File: src/design/ccp_pkg.sv
package ccp_pkg;
  localparam int OFF_TIME_W = 4;
  localparam int BLANK_SEL_W = 2;
  localparam int SCALE_W = 8;
  localparam int CNT_W = 10;
  localparam logic [CNT_W-1:0] SLOW_BASE_CYC = 10'h00c;
  localparam int SLOW_STEP_SHIFT = 5;
  localparam logic [CNT_W-1:0] BLANK_CYC_0 = 10'h010;
  localparam logic [CNT_W-1:0] BLANK_CYC_1 = 10'h018;
  localparam logic [CNT_W-1:0] BLANK_CYC_2 = 10'h024;
  localparam logic [CNT_W-1:0] BLANK_CYC_3 = 10'h036;
  localparam logic [CNT_W-1:0] FAST_CYC_DEFAULT = 10'h040;
  localparam logic [1:0] STANDSTILL_NORMAL = 2'h0;
  localparam logic [1:0] STANDSTILL_FREE = 2'h1;
  localparam logic [1:0] STANDSTILL_SHORT_LS = 2'h2;
  localparam logic [1:0] STANDSTILL_SHORT_HS = 2'h3;
  localparam logic [1:0] BRIDGE_OFF = 2'h0;
  localparam logic [1:0] BRIDGE_ON = 2'h1;
  localparam logic [1:0] BRIDGE_SLOW = 2'h2;
  localparam logic [1:0] BRIDGE_FAST = 2'h3;
  localparam logic MODE_FOUR_PHASE = 1'b0;
  localparam logic MODE_CONST_OFF = 1'b1;
  localparam logic [SCALE_W-1:0] SCALE_RESET = 8'h00;
  typedef enum logic [4:0] {
    CCP_ST_IDLE = 5'b00001,
    CCP_ST_ON = 5'b00010,
    CCP_ST_SLOW1 = 5'b00100,
    CCP_ST_FAST = 5'b01000,
    CCP_ST_SLOW2 = 5'b10000
  } ccp_state_t;
endpackage

File: src/design/ccp_coil.sv
`timescale 1ns/1ns
module ccp_coil #(
  parameter int CNT_W = ccp_pkg::CNT_W
) (
  input wire logic clk,
  input wire logic rst,
  input wire logic run,
  input wire logic mode_sel,
  input wire logic trip,
  input wire logic [CNT_W-1:0] slow_cyc,
  input wire logic [CNT_W-1:0] blank_cyc,
  input wire logic [CNT_W-1:0] fast_cyc,
  output logic [1:0] bridge,
  output logic blanking
);
  ccp_pkg::ccp_state_t state_reg;
  ccp_pkg::ccp_state_t state_next;
  logic [CNT_W-1:0] phase_cnt_reg;
  logic [CNT_W-1:0] blank_cnt_reg;
  logic trip_ok;
  logic phase_done;

  // blank counter restarts on every phase change except a change into idle
  assign trip_ok = trip && (blank_cnt_reg == '0);

  always_comb begin
    state_next = state_reg;
    phase_done = 1'b0;
    unique case (state_reg)
      ccp_pkg::CCP_ST_IDLE: begin
        state_next = ccp_pkg::CCP_ST_ON;
      end
      ccp_pkg::CCP_ST_ON: begin
        if (trip_ok) begin
          phase_done = 1'b1;
          state_next = (mode_sel == ccp_pkg::MODE_CONST_OFF) ? ccp_pkg::CCP_ST_FAST
                                                           : ccp_pkg::CCP_ST_SLOW1;
        end
      end
      ccp_pkg::CCP_ST_SLOW1: begin
        if (phase_cnt_reg >= slow_cyc - 10'h001) begin
          phase_done = 1'b1;
          state_next = (mode_sel == ccp_pkg::MODE_CONST_OFF) ? ccp_pkg::CCP_ST_ON
                                                           : ccp_pkg::CCP_ST_FAST;
        end
      end
      ccp_pkg::CCP_ST_FAST: begin
        if (trip_ok || phase_cnt_reg >= fast_cyc - 10'h001) begin
          phase_done = 1'b1;
          state_next = (mode_sel == ccp_pkg::MODE_CONST_OFF) ? ccp_pkg::CCP_ST_SLOW1
                                                           : ccp_pkg::CCP_ST_SLOW2;
        end
      end
      ccp_pkg::CCP_ST_SLOW2: begin
        if (phase_cnt_reg >= slow_cyc - 10'h001) begin
          phase_done = 1'b1;
          state_next = ccp_pkg::CCP_ST_ON;
        end
      end
      default: state_next = ccp_pkg::CCP_ST_IDLE;
    endcase
    if (!run) begin
      state_next = ccp_pkg::CCP_ST_IDLE;
    end
  end

  always_ff @(posedge clk or posedge rst) begin
    if (rst) begin
      state_reg <= ccp_pkg::CCP_ST_IDLE;
    end else begin
      state_reg <= state_next;
    end
  end

  always_ff @(posedge clk or posedge rst) begin
    if (rst) begin
      phase_cnt_reg <= '0;
    end else if (state_next != state_reg) begin
      phase_cnt_reg <= '0;
    end else if (phase_cnt_reg != '1) begin
      phase_cnt_reg <= phase_cnt_reg + 10'h001;
    end
  end

  always_ff @(posedge clk or posedge rst) begin
    if (rst) begin
      blank_cnt_reg <= '0;
    end else if (state_next != state_reg && state_next != ccp_pkg::CCP_ST_IDLE) begin
      // full count so the mask and the blanking flag both last blank_cyc cycles
      blank_cnt_reg <= blank_cyc;
    end else if (blank_cnt_reg != '0) begin
      blank_cnt_reg <= blank_cnt_reg - 10'h001;
    end
  end

  always_ff @(posedge clk or posedge rst) begin
    if (rst) begin
      bridge <= ccp_pkg::BRIDGE_OFF;
      blanking <= 1'b0;
    end else begin
      blanking <= (state_next != state_reg && state_next != ccp_pkg::CCP_ST_IDLE)
                  || (blank_cnt_reg > 10'h001);
      unique case (state_next)
        ccp_pkg::CCP_ST_ON: bridge <= ccp_pkg::BRIDGE_ON;
        ccp_pkg::CCP_ST_FAST: bridge <= ccp_pkg::BRIDGE_FAST;
        ccp_pkg::CCP_ST_SLOW1, ccp_pkg::CCP_ST_SLOW2: bridge <= ccp_pkg::BRIDGE_SLOW;
        default: bridge <= ccp_pkg::BRIDGE_OFF;
      endcase
    end
  end

  chk_on_end_trip: assert property (@(posedge clk) disable iff (rst)
    (state_reg == ccp_pkg::CCP_ST_ON && run && state_next != ccp_pkg::CCP_ST_ON) |-> trip_ok)
    else $error("on phase left without comparator trip");
  chk_blank_masks: assert property (@(posedge clk) disable iff (rst)
    (state_reg == ccp_pkg::CCP_ST_ON && blank_cnt_reg != '0 && run) |=> (state_reg == ccp_pkg::CCP_ST_ON))
    else $error("trip honoured during blanking");
  chk_slow_timer: assert property (@(posedge clk) disable iff (rst)
    (state_reg inside {ccp_pkg::CCP_ST_SLOW1, ccp_pkg::CCP_ST_SLOW2} && run
     && phase_cnt_reg < slow_cyc - 10'h001) |=> (state_reg == $past(state_reg)))
    else $error("slow decay ended before timer");
  chk_four_order: assert property (@(posedge clk) disable iff (rst)
    (state_reg == ccp_pkg::CCP_ST_SLOW1 && state_next != state_reg && run
     && mode_sel == ccp_pkg::MODE_FOUR_PHASE) |=> (state_reg == ccp_pkg::CCP_ST_FAST))
    else $error("four phase order broken");
  chk_three_order: assert property (@(posedge clk) disable iff (rst)
    (state_reg == ccp_pkg::CCP_ST_ON && state_next != state_reg && run
     && mode_sel == ccp_pkg::MODE_CONST_OFF) |=> (state_reg == ccp_pkg::CCP_ST_FAST))
    else $error("constant off time order broken");
  chk_fast_bound: assert property (@(posedge clk) disable iff (rst)
    (state_reg == ccp_pkg::CCP_ST_FAST && run && phase_cnt_reg >= fast_cyc - 10'h001)
    |=> (state_reg != ccp_pkg::CCP_ST_FAST || !$past(run)))
    else $error("fast decay outlived its timer");
  chk_blank_load: assert property (@(posedge clk) disable iff (rst)
    (state_next != state_reg && state_next != ccp_pkg::CCP_ST_IDLE)
    |=> (blank_cnt_reg == $past(blank_cyc)))
    else $error("blank counter not restarted on switch");
endmodule

File: src/design/ccp_sync.sv
`timescale 1ns/1ns
module ccp_sync (
  input wire logic clk,
  input wire logic rst,
  input wire logic din,
  output logic dout
);
  logic s1_reg;
  logic s2_reg;
  logic s3_reg;
  // change taken only once second and third stage agree
  always_ff @(posedge clk or posedge rst) begin
    if (rst) begin
      s1_reg <= 1'b0;
      s2_reg <= 1'b0;
      s3_reg <= 1'b0;
      dout <= 1'b0;
    end else begin
      s1_reg <= din;
      s2_reg <= s1_reg;
      s3_reg <= s2_reg;
      if (s2_reg == s3_reg) begin
        dout <= s3_reg;
      end
    end
  end
endmodule

File: src/design/ccp_top.sv
`timescale 1ns/1ns
// Functional notes
// - standstill option picks normal, standstill_option, or short
// - read-only PWM scaling, frozen while the four-phase chopper runs
// - read-only tuned gradient and offset monitors
// - off time zero disables driver, else enabled
// - blank select gives 16/24/36/54 cycles
// - two coil choppers run independently
// - slow decay ends by timer only
// - on phase ends at comparator trip
// - fast decay ends at trip or timer
// - comparator masked for blank time after switching
// - constant off time: on, fast, slow
// - four-phase: on, slow, fast, slow
// - mode bit 0 four-phase, 1 constant off
// - slow decay cycles are 12 plus 32*setting
// - global enable permits voltage-mode PWM operation
module ccp_top #(
  parameter int NCOIL = 2,
  parameter int CNT_W = ccp_pkg::CNT_W,
  parameter logic [ccp_pkg::CNT_W-1:0] FAST_CYC = ccp_pkg::FAST_CYC_DEFAULT
) (
  input wire logic SYS_CLK,
  input wire logic RESET,
  input wire logic [ccp_pkg::OFF_TIME_W-1:0] OFF_TIME_SETTING,
  input wire logic [ccp_pkg::BLANK_SEL_W-1:0] BLANK_TIME_SELECT,
  input wire logic CHOPPER_MODE,
  input wire logic PWM_ENABLE,
  input wire logic PWM_VELOCITY_OK,
  input wire logic HOLD_ZERO,
  input wire logic [1:0] STANDSTILL_OPTION,
  input wire logic [NCOIL-1:0] CMP_TRIP,
  input wire logic [ccp_pkg::SCALE_W-1:0] SCALE_IN,
  input wire logic [ccp_pkg::SCALE_W-1:0] GRAD_IN,
  input wire logic [ccp_pkg::SCALE_W-1:0] OFS_IN,
  output logic [2*NCOIL-1:0] BRIDGE_CTRL,
  output logic [NCOIL-1:0] BLANKING,
  output logic DRIVER_ENABLE,
  output logic PWM_ACTIVE,
  output logic [1:0] STANDSTILL_STATE,
  output logic [ccp_pkg::SCALE_W-1:0] PWM_SCALE_READBACK,
  output logic [ccp_pkg::SCALE_W-1:0] TUNED_GRADIENT_READBACK,
  output logic [ccp_pkg::SCALE_W-1:0] TUNED_OFFSET_READBACK
);
  logic [CNT_W-1:0] slow_cyc;
  logic [CNT_W-1:0] blank_cyc;
  logic drv_on;
  logic pwm_mode;
  logic chop_run;
  logic [NCOIL-1:0] trip_sync;

  assign drv_on = (OFF_TIME_SETTING != '0);
  assign pwm_mode = PWM_ENABLE && PWM_VELOCITY_OK;
  // voltage mode needs no cycle chopper; off time value only gates enable there
  assign chop_run = drv_on && !pwm_mode;
  assign slow_cyc = ccp_pkg::SLOW_BASE_CYC
                    + (CNT_W'(OFF_TIME_SETTING) << ccp_pkg::SLOW_STEP_SHIFT);

  always_comb begin
    unique case (BLANK_TIME_SELECT)
      2'h0: blank_cyc = ccp_pkg::BLANK_CYC_0;
      2'h1: blank_cyc = ccp_pkg::BLANK_CYC_1;
      2'h2: blank_cyc = ccp_pkg::BLANK_CYC_2;
      2'h3: blank_cyc = ccp_pkg::BLANK_CYC_3;
    endcase
  end

  // one chopper per coil, sharing settings only
  genvar gi;
  generate
    for (gi = 0; gi < NCOIL; gi++) begin : g_coil
      logic [1:0] br;
      ccp_sync u_sync (
        .clk(SYS_CLK),
        .rst(RESET),
        .din(CMP_TRIP[gi]),
        .dout(trip_sync[gi])
      );
      ccp_coil #(.CNT_W(CNT_W)) u_coil (
        .clk(SYS_CLK),
        .rst(RESET),
        .run(chop_run),
        .mode_sel(CHOPPER_MODE),
        .trip(trip_sync[gi]),
        .slow_cyc(slow_cyc),
        .blank_cyc(blank_cyc),
        .fast_cyc(FAST_CYC),
        .bridge(br),
        .blanking(BLANKING[gi])
      );
      assign BRIDGE_CTRL[2*gi+1:2*gi] = br;
    end
  endgenerate

  always_ff @(posedge SYS_CLK or posedge RESET) begin
    if (RESET) begin
      DRIVER_ENABLE <= 1'b0;
      PWM_ACTIVE <= 1'b0;
    end else begin
      DRIVER_ENABLE <= drv_on;
      PWM_ACTIVE <= drv_on && pwm_mode;
    end
  end

  always_ff @(posedge SYS_CLK or posedge RESET) begin
    if (RESET) begin
      STANDSTILL_STATE <= ccp_pkg::STANDSTILL_NORMAL;
    end else if (HOLD_ZERO && pwm_mode) begin
      STANDSTILL_STATE <= STANDSTILL_OPTION;
    end else begin
      STANDSTILL_STATE <= ccp_pkg::STANDSTILL_NORMAL;
    end
  end

  // scaling holds its last value while the chopper runs in four-phase mode
  always_ff @(posedge SYS_CLK or posedge RESET) begin
    if (RESET) begin
      PWM_SCALE_READBACK <= ccp_pkg::SCALE_RESET;
    end else if (!(CHOPPER_MODE == ccp_pkg::MODE_FOUR_PHASE && chop_run)) begin
      PWM_SCALE_READBACK <= SCALE_IN;
    end
  end

  always_ff @(posedge SYS_CLK or posedge RESET) begin
    if (RESET) begin
      TUNED_GRADIENT_READBACK <= ccp_pkg::SCALE_RESET;
      TUNED_OFFSET_READBACK <= ccp_pkg::SCALE_RESET;
    end else begin
      TUNED_GRADIENT_READBACK <= GRAD_IN;
      TUNED_OFFSET_READBACK <= OFS_IN;
    end
  end

  chk_scale_frozen: assert property (@(posedge SYS_CLK) disable iff (RESET)
    (CHOPPER_MODE == ccp_pkg::MODE_FOUR_PHASE && chop_run) |=> $stable(PWM_SCALE_READBACK))
    else $error("scaling changed while chopper active");
  chk_driver_off: assert property (@(posedge SYS_CLK) disable iff (RESET)
    (OFF_TIME_SETTING == '0) |=> (!DRIVER_ENABLE && BRIDGE_CTRL == '0))
    else $error("driver on with zero off time");
  chk_standstill: assert property (@(posedge SYS_CLK) disable iff (RESET)
    (HOLD_ZERO && pwm_mode) |=> (STANDSTILL_STATE == $past(STANDSTILL_OPTION)))
    else $error("standstill option not applied");
endmodule

File: config.mk
export PLATFORM = sky130hd
export DESIGN_NAME = ccp_top
export DESIGN_NICKNAME = d
export VERILOG_FILES = /design/src/design/ccp_pkg.sv /design/src/design/ccp_coil.sv /design/src/design/ccp_sync.sv /design/src/design/ccp_top.sv
export SDC_FILE = /design/constraint.sdc
export NUM_CORES = 1
export LEC_CHECK = 0
export ABC_AREA = 1
export BUFFER_PORTS_ARGS = -buffer_cell sky130_fd_sc_hd__clkbuf_2
export CAP_MARGIN = 20
export CELL_PAD_IN_SITES_DETAIL_PLACEMENT = 0
export CELL_PAD_IN_SITES_GLOBAL_PLACEMENT = 2
export CORE_AREA = 2 2 129 131
export CTS_CLUSTER_SIZE = 25
export DETAILED_ROUTE_END_ITERATION = 7
export DIE_AREA = 0 0 131 133
export GPL_ROUTABILITY_DRIVEN = 0
export PLACE_DENSITY_LB_ADDON = 0.1
export SLEW_MARGIN = 15
export SYNTH_ARGS = -nofsm -noshare
export SYNTH_HDL_FRONTEND = slang
export SYNTH_SLANG_ARGS = --single-unit
File: constraint.sdc
create_clock -name SYS_CLK -period 2.95 [get_ports SYS_CLK]
set_input_delay 0.59 -clock SYS_CLK [delete_from_list [all_inputs] [get_ports SYS_CLK]]
set_output_delay 0.59 -clock SYS_CLK [all_outputs]
set_load 0.02 [all_outputs]
==> impl_metrics.csv <==
group,metric,value,unit
logic_synthesis,synth_xor_area_share,3.70,%
logic_synthesis,ys_types,45,
timing,setup_tns,0,ns
run,max_cap_viol_count,0,
logic_synthesis,ys_seq_area_share,48.6,%
pwr,ir_worst_vdd,0.000287,V
logic_synthesis,synth-main-ff-cell,"dfrtp_1",
clock_network,cts_made_buffers,9,
clock_network,holdBufCountCts,0,
final_layout,register_area,0.00230,mm2
logic_synthesis,synth_area_leaders,"dfrtp_1 (48%), nand2_1 (6.7%), nand3_1 (5.9%)",
pwr,p_leak,0.00288,uW
detailed_routing,dr.pass1.iters,4,
placement,dp_hpwl,7.93,mm
logic_synthesis,yosysMostFrequentCell,"dfrtp_1",
final_layout,utilization,35.2,%
detailed_routing,drc_errors,0,
timing,setup_viol,0,
pwr,p_total,4490,uW
timing,period_share,82.1,%
status,status,"complete, no violations",
clock_network,clk_path_buf_depth,2,
logic_synthesis,ys_ff_latch,92,
logic_synthesis,synth_largest_area_cell,"dfrtp_1",
final_layout,n_antenna_cell,0,
floorplanning,core_area,0.0162,mm2
timing,slew_viol_final,0,
detailed_routing,routedWlPerCell,12.7,um
worst_setup_path,critical_path_class,"reg -> reg",
timing,worst_pin_slew,0.612,ns
placement,dpl_worst_slack,0.182,ns
grt,grt_pass1_vias,3686,
worst_setup_path,path_max_fanout,15,
clock_network,cts_tree,"built",
pwr,p_per_area,790,mW/mm2
logic_synthesis,synth_compound_area_share,6.28,%
clock_network,cts.sinks,92,
floorplanning,die_width,131,um
detailed_routing,drt_wl_total,10.6,mm
logic_synthesis,ys_warn_count,0,
grt,grt-ovfl-total,0,
worst_setup_path,crit_required,3.19,ns
detailed_routing,vias_per_cell,4.38,
grt,track_usage,13.2,%
logic_synthesis,synthSimpleGateAreaFrac,28.0,%
logic_synthesis,synthTopCellsByCount,"dfrtp_1 (90), nand2_1 (84), inv_1 (63), nand3_1 (56), nor2_1 (47)",
timing,whs,0.208,ns
timing,fin_skew,0.00530,ns
grt,grt_pass1_wl,18.0,mm
logic_synthesis,async_flop_share,100,%
clock_network,clk_latency,0.35,ns
floorplanning,rows,47,
clock_network,path_clk_slew,0.07,ns
floorplanning,die_area,0.0174,mm2
worst_setup_path,start_kind,"flip-flop",
grt,antenna_found_initial,0,
floorplanning,die_height,133,um
worst_setup_path,arrival,2.66,ns
grt,grt_start_max_net_pins,78,
timing,layout_setup_ws,0.529,ns
floorplanning,io-pin-count,74,
logic_synthesis,synth_edf_count,0,
final_layout,drive_gt1_share,26.6,%
timing,fin_crit,2.42,ns
logic_synthesis,muxShareOfSynthArea,2.14,%
final_layout,finalNetCount,663,
final_layout,nFillCells,1677,
detailed_routing,num_vias,3647,
timing,fmax,413,MHz
clock_network,root_buffer,"clkbuf_16",
detailed_routing,final_antenna_net_count,0,
logic_synthesis,avgSynthCellArea,9.06,um2
final_layout,areaGrowthSynthToFinish,20.0,%
timing,rsz0062_at_grt,"false",
timing,slew_headroom,59.2,%
logic_synthesis,synth_area,0.00474,mm2
timing,hold_viol_final,0,
logic_synthesis,synth_fa_ha_area_share,4.65,%
detailed_routing,drtIter0Drc,193,
logic_synthesis,synth_top_area_share,47.5,%
clock_network,cts-resized-gates,0,
worst_hold_path,holdCritPathClass,"in -> async",
clock_network,htree_levels,3,
logic_synthesis,synth_nets,579,
floorplanning,initial_utilization,29.3,%
logic_synthesis,netlist_instances,523,
placement,io_buffers,73,
clock_network,cts_setup_buffers,0,
worst_setup_path,worstSetupEndpointType,"flip-flop",
final_layout,multi_input_area,0.00212,mm2
logic_synthesis,synth_top_family_by_area,"simple AND/OR/NAND/NOR gates",
## placed cells by master, fill, tap and decap left out, types with 3 or more instances in the layout
cell,synthesis,final
or2_4,3,3
inv_2,6,6
nor2_8,3,3
nand3_1,56,56
xor2_1,14,14
ha_1,16,16
nand4_1,14,14
a21oi_2,3,3
mux2_2,9,9
nor3b_1,4,4
buf_4,2,5
nor2_2,16,16
dfrtp_1,90,90
clkbuf_16,0,9
clkinvlp_4,0,3
o21ai_0,15,15
nor2_1,47,47
nand2_1,84,84
nand2_2,7,7
nor3_1,9,9
xnor2_1,6,6
clkbuf_2,0,73
o211ai_1,3,3
nand3_2,4,4
inv_1,63,62
a21oi_1,15,15
nand2_4,5,5
## worst paths after layout
path                                                   startpoint                                 to  slack [ns]  cells after the start
min in group SYS_CLK                                   GRAD_IN[2]         TUNED_GRADIENT_READBACK[2]        0.35                      1
worst min-delay path                                        RESET         TUNED_GRADIENT_READBACK[2]        0.21                      2
worst max register to register  g_coil[1].u_coil.phase_cnt_reg[5]  g_coil[1].u_coil.blank_cnt_reg[3]        0.53                     18
worst max-delay path            g_coil[1].u_coil.phase_cnt_reg[5]  g_coil[1].u_coil.blank_cnt_reg[3]        0.53                     18
max in group asynchronous                                   RESET      g_coil[1].u_coil.state_reg[0]        1.99                      3
worst min register to register            g_coil[0].u_sync.s1_reg            g_coil[0].u_sync.s2_reg        0.35                      0
## worst max-delay path: stages, from the launching register on
cell and delay [ns]:
dfrtp_1 0.43, ha_1 0.30, or2_0 0.22, nand2_1 0.06
nand2_1 0.05, nand2_1 0.09, nand2_1 0.10, nand3_1 0.08
nand2_1 0.06, nand2_1 0.09, nand2_1 0.09, nand2_1 0.10
nand2_1 0.05, nor2_1 0.11, nand2_2 0.12, nand2_4 0.17
o21ai_0 0.11, nand2_1 0.06, inv_1 0.03
## cell families after synthesis
kind of cell             after synthesis
multiplexers                           9
AND/OR/NAND/NOR                      260
XOR/XNOR                              20
AO/OA/AOI/OAI                         48
flip-flops                            92
adder cells (fa/ha/maj)               18
buffers and inverters                 76
## where the power goes
part | leakage (uW) | switching [uW] | total (uW) | internal [uW]
logic | 0.00159 | 1070 | 1670 | 604
clock network | 0.000140 | 536 | 1150 | 613
registers | 0.00115 | 169 | 1670 | 1510
## metrics by stage
stage | area (um2) | std cells
finish | 5690 | 832
floorplan | 4740 | 523
CTS | 5690 | 832
detailed placement | 5390 | 816
global route | 5690 | 832
global placement | 5390 | 816
## per-layer routing
metal,global-route usage [%],share of wire (%)
met4,5.32,1.6
met5,0,0
met1,17.8,47
met2,21.0,49
met3,2.06,2.7
## layout make-up
| cell class | instances | area share (%) |
|---|---|---|
| inverters | 70 | 4.71 |
| repair buffers | 79 | 7.44 |
| flip-flops and latches | 92 | 40.5 |
| multi-input cells | 355 | 37.3 |
| clock buffers | 10 | 4.20 |
| clock inverters | 6 | 0.968 |
| well taps | 220 | 4.84 |
(Power assumes the default switching activity.)
